`src/tcs_regs.vh`:
```
// Register offsets, field positions, reset values and timing counts of the touch controller port
`ifndef TCS_REGS_VH
`define TCS_REGS_VH
`define TCS_OFF_SENSE_EN      8'h07
`define TCS_OFF_OUT_EN        8'h08
`define TCS_OFF_STRONG        8'h11
`define TCS_OFF_SETTLE        8'h50
`define TCS_OFF_OTHER         8'h51
`define TCS_OFF_SCAN0         8'h5c
`define TCS_OFF_SCAN1         8'h5d
`define TCS_OFF_OUT_PORT      8'h04
`define TCS_OFF_ADDR_DM       8'h7c
`define TCS_OFF_STATUS        8'h7b
`define TCS_OFF_BUTTONS       8'h88
`define TCS_OFF_CMD           8'ha0
`define TCS_CMD_STOP_SCAN     8'h0a
`define TCS_CMD_START_SCAN    8'h0b
`define TCS_CMD_SETUP_ENTER   8'h08
`define TCS_CMD_SETUP_LEAVE   8'h07
`define TCS_CMD_SAVE          8'h01
`define TCS_ADDR_DEFAULT      7'h00
`define TCS_RST_SENSE_EN      8'h03
`define TCS_RST_OUT_EN        8'h03
`define TCS_RST_STRONG        8'h03
`define TCS_RST_SETTLE        8'ha0
`define TCS_RST_OTHER         8'h00
`define TCS_RST_SCAN0         8'h00
`define TCS_RST_SCAN1         8'h01
`define TCS_RST_OUT_PORT      8'h03
`define TCS_RST_ADDR_DM       8'h80
`define TCS_ADDR_DM_SRC_BIT   7
`define TCS_CLK_HZ            10000000
`define TCS_ACK_NORM_US       20
`define TCS_ACK_SETUP_US      2000
`define TCS_ACK_NORM_CYC      ((`TCS_ACK_NORM_US * (`TCS_CLK_HZ / 1000000)))
`define TCS_ACK_SETUP_CYC     ((`TCS_ACK_SETUP_US * (`TCS_CLK_HZ / 1000000)))
`endif

```
`src/tcs_sync.v`:
```
// Two-flip-flop synchroniser for one pin
`default_nettype none
module tcs_sync
(
  input  wire clk,
  input  wire rst_n,
  input  wire d,
  output reg  q
);
  reg meta_r;
  always @(posedge clk)
  begin
    if (!rst_n)
    begin
      meta_r <= 1'b1;
      q      <= 1'b1;
    end
    else
    begin
      meta_r <= d;
      q      <= meta_r;
    end
  end
endmodule // tcs_sync
`default_nettype wire

```
`src/tcs_stretch.v`:
```
// Acknowledge hold timer: counts the processing time of one byte
`default_nettype none
module tcs_stretch
(
  input  wire        clk,
  input  wire        rst_n,
  input  wire        start,
  input  wire [15:0] cycles,
  output wire        busy
);
  reg [15:0] cnt_r;
  assign busy = (cnt_r != 16'h0000);
  always @(posedge clk)
  begin
    if (!rst_n)
      cnt_r <= 16'h0000;
    else if (start)
      cnt_r <= cycles;
    else if (busy)
      cnt_r <= cnt_r - 16'h0001;
  end
endmodule // tcs_stretch
`default_nettype wire

```
`src/tcs_slave.v`:
```
// Two-wire slave port with register file of the touch controller
//
// Behaviour
// - Normal mode: setup-only registers 07,08,11,50,51,5C,5D are read-only.
// - Normal mode acknowledge hold is short and fixed, independent of configuration.
// - Setup mode: every non-read-only register is writable; all but 04 and A0 are readable (those read back as zero).
// - Setup mode may hold the acknowledge longer than normal mode.
// - Command 0x0A at 0xA0 stops scanning; setup latency then drops to normal.
// - Device answers its own seven-bit slave address.
// - Address byte bit 0: zero is master write, one is master read.
// - After each received byte the clock is held low until processed.
// - Slave address is changeable over the bus, no strap pins.
// - Outputs follow sensor inputs by default, or register writes when configured.
// - Configuration can be saved to storage and reloaded at power-up.
// - Port works at bit rates up to 400 kbps.
// - Per-byte stretch stays within the maximum acknowledge times.
`default_nettype none
`include "tcs_regs.vh"
module tcs_slave
(
  input  wire        clk,
  input  wire        rst_n,
  input  wire        scl_i,
  output wire        scl_o,
  output wire        scl_oe_n,
  input  wire        sda_i,
  output wire        sda_o,
  output wire        sda_oe_n,
  input  wire [1:0]  sense_state,
  output reg  [1:0]  out_pins,
  output reg         scan_en,
  output reg         setup_mode,
  output reg         save_req,
  input  wire        save_done,
  input  wire        load_valid,
  input  wire [63:0] load_image
);
  localparam ST_IDLE = 3'd0;
  localparam ST_RX   = 3'd1;
  localparam ST_HOLD = 3'd2;
  localparam ST_ACK  = 3'd3;
  localparam ST_TX   = 3'd4;
  localparam ST_RACK = 3'd5;

  wire scl_s;
  wire sda_s;
  reg  scl_d_r;
  reg  sda_d_r;
  tcs_sync u_scl (.clk(clk), .rst_n(rst_n), .d(scl_i), .q(scl_s));
  tcs_sync u_sda (.clk(clk), .rst_n(rst_n), .d(sda_i), .q(sda_s));

  // Edges of the synchronised pins; 10 MHz sampling keeps up with 400 kbps
  wire scl_rise = scl_s & ~scl_d_r;
  wire scl_fall = ~scl_s & scl_d_r;
  wire start_c  = scl_s & scl_d_r & sda_d_r & ~sda_s;
  wire stop_c   = scl_s & scl_d_r & ~sda_d_r & sda_s;

  reg [2:0] st_r;
  reg [2:0] bit_r;
  reg [7:0] sh_r;
  reg       first_r;
  reg       rd_r;
  reg       ptr_ok_r;
  reg [7:0] ptr_r;
  reg       hit_r;
  reg       sda_low_r;
  reg       hold_start_r;

  reg [7:0] sense_en_r;
  reg [7:0] out_en_r;
  reg [7:0] strong_r;
  reg [7:0] settle_r;
  reg [7:0] other_r;
  reg [7:0] scan0_r;
  reg [7:0] scan1_r;
  reg [7:0] out_port_r;
  reg [7:0] addr_dm_r;
  reg [7:0] rdata;

  wire hold_busy;
  // Long hold only in setup mode while scanning runs
  localparam [31:0] HOLD_NORM  = `TCS_ACK_NORM_CYC;
  localparam [31:0] HOLD_SETUP = `TCS_ACK_SETUP_CYC;
  wire [15:0] hold_cyc = (setup_mode && scan_en) ? HOLD_SETUP[15:0]
                                                 : HOLD_NORM[15:0];
  tcs_stretch u_hold (.clk(clk), .rst_n(rst_n), .start(hold_start_r), .cycles(hold_cyc),
                      .busy(hold_busy));

  // Clock held low while a received byte is processed
  assign scl_o    = 1'b0;
  assign scl_oe_n = ~((st_r == ST_HOLD) && !scl_s);
  assign sda_o    = 1'b0;
  assign sda_oe_n = ~sda_low_r;

  always @*
  begin
    case (ptr_r)
      `TCS_OFF_SENSE_EN: rdata = sense_en_r;
      `TCS_OFF_OUT_EN:   rdata = out_en_r;
      `TCS_OFF_STRONG:   rdata = strong_r;
      `TCS_OFF_SETTLE:   rdata = settle_r;
      `TCS_OFF_OTHER:    rdata = other_r;
      `TCS_OFF_SCAN0:    rdata = scan0_r;
      `TCS_OFF_SCAN1:    rdata = scan1_r;
      `TCS_OFF_ADDR_DM:  rdata = addr_dm_r;
      `TCS_OFF_STATUS:   rdata = {6'h00, scan_en, setup_mode};
      `TCS_OFF_BUTTONS:  rdata = {6'h00, sense_state};
      default:           rdata = 8'h00;
    endcase
  end

  // Outputs: both pins sensor-driven or both register-driven, masked per pin by out_en_r
  always @(posedge clk)
  begin
    if (!rst_n)
      out_pins <= 2'b00;
    else if (addr_dm_r[`TCS_ADDR_DM_SRC_BIT])
      out_pins <= sense_state & out_en_r[1:0];
    else
      out_pins <= out_port_r[1:0] & out_en_r[1:0];
  end

  always @(posedge clk)
  begin
    if (!rst_n)
    begin
      scl_d_r      <= 1'b1;
      sda_d_r      <= 1'b1;
      st_r         <= ST_IDLE;
      bit_r        <= 3'd0;
      sh_r         <= 8'h00;
      first_r      <= 1'b0;
      rd_r         <= 1'b0;
      ptr_ok_r     <= 1'b0;
      ptr_r        <= 8'h00;
      hit_r        <= 1'b0;
      sda_low_r    <= 1'b0;
      hold_start_r <= 1'b0;
      sense_en_r   <= `TCS_RST_SENSE_EN;
      out_en_r     <= `TCS_RST_OUT_EN;
      strong_r     <= `TCS_RST_STRONG;
      settle_r     <= `TCS_RST_SETTLE;
      other_r      <= `TCS_RST_OTHER;
      scan0_r      <= `TCS_RST_SCAN0;
      scan1_r      <= `TCS_RST_SCAN1;
      out_port_r   <= `TCS_RST_OUT_PORT;
      addr_dm_r    <= `TCS_RST_ADDR_DM;
      scan_en      <= 1'b1;
      setup_mode   <= 1'b0;
      save_req     <= 1'b0;
    end
    else
    begin
      scl_d_r      <= scl_s;
      sda_d_r      <= sda_s;
      hold_start_r <= 1'b0;
      if (save_done)
        save_req <= 1'b0;
      // Stored image reloaded at power-up
      if (load_valid)
      begin
        sense_en_r <= load_image[7:0];
        out_en_r   <= load_image[15:8];
        strong_r   <= load_image[23:16];
        settle_r   <= load_image[31:24];
        other_r    <= load_image[39:32];
        scan0_r    <= load_image[47:40];
        scan1_r    <= load_image[55:48];
        addr_dm_r  <= load_image[63:56];
      end
      if (stop_c)
      begin
        st_r      <= ST_IDLE;
        sda_low_r <= 1'b0;
      end
      else if (start_c)
      begin
        st_r      <= ST_RX;
        bit_r     <= 3'd0;
        first_r   <= 1'b1;
        ptr_ok_r  <= 1'b0;
        sda_low_r <= 1'b0;
      end
      else
      begin
        case (st_r)
          ST_IDLE: ;
          ST_RX:
          begin
            if (scl_rise)
            begin
              sh_r  <= {sh_r[6:0], sda_s};
              bit_r <= bit_r + 3'd1;
              if (bit_r == 3'd7)
                st_r <= ST_HOLD;
            end
          end
          ST_HOLD:
          begin
            if (scl_fall)
              hold_start_r <= 1'b1;
            else if (!scl_s && !hold_busy && !hold_start_r)
            begin
              st_r <= ST_ACK;
              if (first_r)
              begin
                // Address match against bus-programmable address
                hit_r     <= (sh_r[7:1] == addr_dm_r[6:0]);
                rd_r      <= sh_r[0];
                sda_low_r <= (sh_r[7:1] == addr_dm_r[6:0]);
                first_r   <= 1'b0;
              end
              else
              begin
                sda_low_r <= 1'b1;
                if (!ptr_ok_r)
                begin
                  ptr_r    <= sh_r;
                  ptr_ok_r <= 1'b1;
                end
                else
                begin
                  case (ptr_r)
                    // Setup-only registers kept in normal mode, still acked
                    `TCS_OFF_SENSE_EN: if (setup_mode) sense_en_r <= sh_r;
                    `TCS_OFF_OUT_EN:   if (setup_mode) out_en_r   <= sh_r;
                    `TCS_OFF_STRONG:   if (setup_mode) strong_r   <= sh_r;
                    `TCS_OFF_SETTLE:   if (setup_mode) settle_r   <= sh_r;
                    `TCS_OFF_OTHER:    if (setup_mode) other_r    <= sh_r;
                    `TCS_OFF_SCAN0:    if (setup_mode) scan0_r    <= sh_r;
                    `TCS_OFF_SCAN1:    if (setup_mode) scan1_r    <= sh_r;
                    `TCS_OFF_OUT_PORT: out_port_r <= sh_r;
                    `TCS_OFF_ADDR_DM:  addr_dm_r  <= sh_r;
                    `TCS_OFF_CMD:
                    begin
                      if (sh_r == `TCS_CMD_STOP_SCAN)
                        scan_en <= 1'b0;
                      else if (sh_r == `TCS_CMD_START_SCAN)
                        scan_en <= 1'b1;
                      else if (sh_r == `TCS_CMD_SETUP_ENTER)
                        setup_mode <= 1'b1;
                      else if (sh_r == `TCS_CMD_SETUP_LEAVE)
                        setup_mode <= 1'b0;
                      else if (sh_r == `TCS_CMD_SAVE)
                        save_req <= 1'b1;
                    end
                    default: ;
                  endcase
                  ptr_r <= ptr_r + 8'h01;
                end
              end
            end
          end
          ST_ACK:
          begin
            if (scl_fall)
            begin
              sda_low_r <= 1'b0;
              bit_r     <= 3'd0;
              if (!hit_r)
                st_r <= ST_IDLE;
              else if (rd_r)
              begin
                st_r      <= ST_TX;
                sh_r      <= {rdata[6:0], 1'b0};
                sda_low_r <= ~rdata[7];
                ptr_r     <= ptr_r + 8'h01;
              end
              else
                st_r <= ST_RX;
            end
          end
          ST_TX:
          begin
            if (scl_fall)
            begin
              bit_r <= bit_r + 3'd1;
              if (bit_r == 3'd7)
              begin
                sda_low_r <= 1'b0;
                st_r      <= ST_RACK;
              end
              else
              begin
                sda_low_r <= ~sh_r[7];
                sh_r      <= {sh_r[6:0], 1'b0};
              end
            end
          end
          ST_RACK:
          begin
            if (scl_rise)
              st_r <= sda_s ? ST_IDLE : ST_ACK;
          end
          default: st_r <= ST_IDLE;
        endcase
      end
    end
  end
endmodule // tcs_slave
`default_nettype wire

```
`config.mk`:
```
export PLATFORM = sky130hd
export DESIGN_NAME = tcs_slave
export DESIGN_NICKNAME = d
export VERILOG_FILES = /design/src/tcs_sync.v /design/src/tcs_stretch.v /design/src/tcs_slave.v
export VERILOG_INCLUDE_DIRS = /design/src
export SDC_FILE = /design/constraint.sdc
export NUM_CORES = 1
export LEC_CHECK = 0
export BUFFER_PORTS_ARGS = -buffer_cell sky130_fd_sc_hd__buf_2
export CORE_MARGIN = 2
export CORE_UTILIZATION = 50
export DETAILED_ROUTE_END_ITERATION = 12
export PLACE_DENSITY = 0.7
export REMOVE_ABC_BUFFERS = 1
export SETUP_SLACK_MARGIN = 0.1
export SLEW_MARGIN = 10
export SYNTH_ARGS = -nofsm -noshare
export SYNTH_HDL_FRONTEND = slang
export SYNTH_SLANG_ARGS = --single-unit
```
`constraint.sdc`:
```
create_clock -name clk -period 6.83 [get_ports clk]
set_clock_uncertainty 0.05 [all_clocks]
set_input_delay 1.366 -clock clk [delete_from_list [all_inputs] [get_ports clk]]
set_output_delay 1.366 -clock clk [all_outputs]
set_load 0.1 [all_outputs]
```
**Word-level counts from Yosys, hierarchy flattened**

Index checks and enable logic that the tools add are counted.

- Bits of input ports: 72
- Output and inout bits: 9
- Register bits: 121
- Word-level logic and storage cells: 294

- Multiplexer cells: 154
- $add $sub $neg: 3
- Bitwise operators: 26
- Equal/unequal tests: 47
- Reductions and logical operators: 33

Operator list:

| kind | count |
|---|---|
| 2-to-1 mux 8 bit | 92 |
| case mux 8 bit (10 select lines) | 1 |
| equality test 8 x 7 -> 1 bit, second input constant | 6 |
| AND reduction 9 bit | 5 |
| 2-to-1 mux 3 bit | 14 |
| 2-to-1 mux 1 bit | 37 |
| equality test 8 x 4 -> 1 bit, second input constant | 4 |
| 2-to-1 mux 16 bit | 2 |
| != test 2 bit, second input constant | 13 |
| equality test 8 x 3 -> 1 bit, second input constant | 3 |
| case mux 8 bit (3 select lines) | 1 |
| != test 3 bit, second input constant | 7 |
| case mux 3 bit (6 select lines) | 1 |
| inverter 1 bit | 17 |
| equality test 8 bit, second input constant | 2 |
| case mux 8 bit (2 select lines) | 1 |
| nonzero test 16 bit | 1 |
| subtractor 16 x 1 -> 16 bit, second input constant | 1 |
| 2-to-1 mux 15 bit | 1 |
| AND reduction 5 bit | 3 |
| nonzero test 2 bit | 6 |
| AND reduction 11 bit | 1 |
| equality test 3 bit, second input constant | 3 |
| case mux 3 bit (3 select lines) | 1 |
| 24 further kinds | 40 |

**Depth between registers and ports, before layout**

- Depth in word-level cells: 14
- Mapped depth: 11
- Gate-level depth less buffers: 8

**Hierarchy**

From an unflattened synthesis, not the netlist that was laid out.

- Cell total of the unflattened synthesis: 798
- Area total of the unflattened synthesis: 6914.1 µm²

By module, submodules not included:

| module | times used | area an instance (µm²) | sequential area each (µm²) | cells an instance |
|---|---|---|---|---|
| tcs_slave | 1 | 5864.4 | 2021.9 | 686 |
| tcs_stretch | 1 | 944.7 | 320.3 | 104 |
| tcs_sync | 2 | 52.6 | 40.0 | 4 |

**Worst setup path after synthesis**

Ideal clock, no wire load.

- Path type: reg-to-output
- From: reg st_r[1]
- To: out scl_oe_n
- Arrival time: 1.431 ns
- Stages on the path, launching flop included: 3
- Required time: 5.414 ns
- Buffers on the path: 0
- Setup slack: 3.983 ns
- Cells stage by stage: dfxtp_1 nor3b_1 nand2b_1

- Cells in the longest elaborated chain, start to end: 3

RTL lines:

| what | RTL line | RTL |
|---|---|---|
| start, declared | tcs_slave.v:58 | `reg [2:0] st_r;` |
| start signal, assigned | tcs_slave.v:293 | `st_r <= sda_s ? ST_IDLE : ST_ACK;` |
| equality test 3 x 2 -> 1 bit | tcs_slave.v:91 | `assign scl_oe_n = ~((st_r == ST_HOLD) && !scl_s);` |
| logical AND 1 bit | tcs_slave.v:91 |  |
| inverter 1 bit | tcs_slave.v:91 |  |
| end, declared | tcs_slave.v:25 | `output wire scl_oe_n,` |

Every way passes these cells.

**Final worst setup path**

Same ends and word-level chain as after synthesis.

==> results by group <==
Outcome
  • Status: completed

Power
  • Maximum vdd ir drop: 165 uV
  • Combinational share of power: 21.7%
  • P_sw: 692 uW
  • Total power density per cell area: 292 nW/um2
  • Switching part of the total: 30.2%
  • Clock network power share: 40.8%
  • Share of power burned in registers: 37.6%
  • Design internal power: 1600 uW
  • Leakage component of the power: 0.00357 uW

Final layout
  • Post-synthesis to final-layout area growth: 14.0%
  • Fraction of layout instances using a drive strength above 1: 17.0%
  • Layout Nets: 930
  • Antenna fix cells: 0

Route
  • Vias: 6428
  • Total detailed-routing wirelength: 19300 um
  • Total iterations of the first detailed-routing run: 5
  • Remaining number of nets flagged by the antenna check after routing: 0
  • Detailed-route wire length per cell: 18.6 um
  • Vias/cell: 6.17
  • DR iter-0 viols: 657
  • DRC violation count after routing: 0

Clock tree
  • Clock Pin Slew Worst Setup and Hold Paths: 0.06 ns
  • Number of setup buffers added after CTS: 0
  • TritonCTS sink count: 121
  • Number of buffers inserted during clock tree synthesis: 17
  • TritonCTS clock tree: built
  • Number of levels in the clock H-tree: 4
  • Clock latency at the later pin of the worst-skew pair: 0.43 ns
  • Number of gates given a new drive strength after cts: 0
  • Number of hold buffers added after cts: 0
  • Buffer cell driving the clock tree root: clkbuf_16
  • Maximum buffer depth of the clock tree: 2

Floorplanning
  • Row count: 42
  • Core region area: 13300 um2
  • Die area: 14700 um2
  • Starting utilization of the core area: 51.5%
  • Die outline width: 121 um
  • Die Y: 121 um
  • Top-Level Pins: 81

Logic synthesis
  • Leading register cell type out of synthesis: dfxtp_1
  • Area fraction of the dominant cell type after synthesis: 35.3%
  • Gate count of the mapped netlist: 826
  • Sequential cell area fraction in the yosys report: 35.3%
  • Yosys warning total: 0
  • Cell area after technology mapping: 6870 um2
  • Library cell with the highest instance count after synthesis: dfxtp_1
  • Async set or reset register ratio after synthesis: 0%
  • Synth Register Bits: 121
  • Number of synthesized flops with an enable pin: 0
  • Leading cell types by total area after synthesis: dfxtp_1, mux2i_1, o211a_1
  • Leading cell types by count after synthesis: dfxtp_1, nand2_1, clkbuf_1
  • Post-synth top area cell: dfxtp_1
  • Unique cell type count in the Yosys netlist: 63
  • Synthesized area per cell: 8.31 um2

Critical path
  • Highest net fanout along the worst path: 15
  • Ordered cell list for the critical path: nor3b_1 -> nand2b_1 -> buf_2
  • Class of the most critical setup path: reg2out
  • Worst-path cell with the longest stage delay: nor3b_1
  • Critical register-to-register path endpoint: scan0_r[0]$_SDFF_PN0_
  • R2R Setup Slk: 3.52 ns
  • Maximum cell stage delay along the critical path: 0.63 ns
  • CP Capture Type: output pin
  • Required time worst endpoint: 5.41 ns
  • Reg2reg path depth: 5
  • Nature of the critical path startpoint: flop
  • Reg-to-Reg Start: st_r[1]$_SDFFE_PP0P_
  • Arrival time at the worst endpoint: 2.06 ns

Flow run
  • Number of maximum-capacitance violations: 0

Placement
  • Post-DP HPWL: 13200 um
  • Total of buffers placed on input and output ports: 78
  • Final RePlAce weighted congestion: 0.876

Hold path
  • Count of cells along the worst hold path: 1
  • Hold Path Class: reg2reg
  • Worst hold start: u_sda.meta_r$_SDFF_PN1_
  • Endpoint with the worst hold slack: u_sda.q$_SDFF_PN1_

Timing
  • Shortest clock period the worst path allows after layout: 3.48 ns
  • Slew headroom: 29.0%
  • Total count of hold-check failures in the final report: 0
  • Worst Max-Slew Pin Slew: 1.06 ns
  • Total Negative Setup Slacks: 0 ns
  • Unrepaired setup endpoints after global routing: no
  • Final Hold Slack: 0.355 ns
  • Share of the cycle needed by the critical path after routing: 50.9%
  • Fmax: 288 MHz
  • Number of pins with negative max-slew slack in the final report: 0
  • Final setup viols: 0

GRT
  • Global route total overflow: 0
  • Maximum number of pins on one net before global-route repair: 72
  • Number of global-route vias before repair: 6155
  • Initial antenna violation count: 0
  • Overall fraction of global-route tracks in use: 26.9%
  • Wire length of the first global-routing pass: 30900 um
==> final cells by class <==
type / instances / area, um2
well taps: 176 / 220
repair buffers: 81 / 418
clock buffers: 20 / 467
multi-input cells: 616 / 4100
inverters: 15 / 56.3
flip-flops and latches: 121 / 2420
clock inverters: 12 / 148
fillers: 1185 / 5520
==> cell families after synthesis <==
| kind of cell | synth area share (%) |
|---|---|
| flip-flops | 35.3 |
| adder cells (fa/ha/maj) | 1.09 |
| other | 0.0546 |
| multiplexers | 12.2 |
| XOR/XNOR | 2.42 |
| buffers and inverters | 5.10 |
| AO/OA/AOI/OAI | 21.8 |
| AND/OR/NAND/NOR | 22.1 |
==> per-layer routing <==
metal / global-route usage (%) / vias up / routed length [um]
met5: 0 / - / 0
met4: 12.1 / 0 / 506
met3: 4.84 / 43 / 1330
met2: 44.7 / 256 / 9380
met1: 33.9 / 3063 / 8100
li1: - / 3066 / -
==> worst max path at each step <==
stage / slack, ns / cells after the start / to / startpoint
floorplan: 3.66 / 8 / ptr_r[2]$_SDFFE_PN0P_ / u_hold.cnt_r[0]$_SDFFE_PN0P_
global placement: 3.72 / 7 / scan0_r[6]$_SDFF_PN0_ / u_hold.cnt_r[0]$_SDFFE_PN0P_
detailed placement: 3.61 / 7 / scan0_r[0]$_SDFF_PN0_ / u_hold.cnt_r[0]$_SDFFE_PN0P_
CTS: 3.40 / 3 / scl_oe_n / st_r[1]$_SDFFE_PP0P_
global route: 3.23 / 3 / scl_oe_n / st_r[1]$_SDFFE_PP0P_
finish: 3.35 / 3 / scl_oe_n / st_r[1]$_SDFFE_PP0P_
==> power groups by stage <==
stage	Clock (uW)	Sequential (uW)	Combinational, uW
final	933	859	495
after global routing	971	868	541
after CTS	938	857	492
after detailed placement	0	871	486
after global placement	0	868	474
after floorplan	0	851	361
==> worst max-delay path, delay by kind of cell (launching register included) <==
kind / cells / cell delay (ns)
AND/OR/NAND/NOR: 2 / 0.72
flip-flops: 1 / 0.59
buffers and inverters: 1 / 0.31
==> placed cells by master, fill, tap and decap left out, types with 4 or more instances in the layout <==
cell / netlist / routed
dfxtp_1: 121 / 121
nand2_1: 116 / 116
buf_2: 3 / 76
mux2i_1: 61 / 61
o21ai_0: 53 / 53
o211a_1: 44 / 44
nor2_1: 41 / 41
nand3_1: 39 / 39
mux2_2: 20 / 20
a21oi_1: 20 / 20
clkbuf_16: 0 / 17
inv_1: 15 / 15
a31oi_1: 15 / 15
nor3b_1: 13 / 13
a22oi_1: 13 / 13
nand2b_1: 12 / 12
xnor2_1: 12 / 12
nor3_1: 11 / 11
a22o_1: 11 / 11
nand4_1: 10 / 10
and3_1: 10 / 10
nor2b_1: 10 / 10
nor4_1: 9 / 9
xor2_1: 7 / 7
o31ai_1: 7 / 7
a211oi_1: 6 / 6
ha_1: 6 / 6
or3_1: 5 / 5
and2_1: 5 / 5
o22ai_1: 5 / 5
a31o_2: 5 / 5
a21boi_0: 5 / 5
nand3b_1: 5 / 5
clkinvlp_4: 0 / 5
buf_4: 2 / 5
clkinv_2: 0 / 4
==> metrics by stage <==
step | instance area (um2) | setup WS (ns) | utilization, % | total power, uW | std cells
final | 7830 | 3.35 | 58.7 | 2290 | 1041
after global routing | 7830 | 3.23 | 58.7 | 2380 | 1041
after CTS | 7830 | 3.40 | 58.7 | 2290 | 1041
after detailed placement | 7220 | 3.61 | 54.1 | 1360 | 1009
after global placement | 7220 | 3.72 | 54.1 | 1340 | 1009
after floorplan | 6580 | 3.66 | - | 1210 | 752
==> sequential cells by signal (all words and copies together) (netlist names), 2 cells and up <==
signal,cells
out_pins,2
scan0_r,8
strong_r,8
sh_r,8
u_hold.cnt_r,16
out_en_r,8
scan1_r,8
bit_r,3
other_r,8
sense_en_r,8
st_r,3
out_port_r,2
ptr_r,8
addr_dm_r,8
settle_r,8
(Power assumes the default switching activity.)
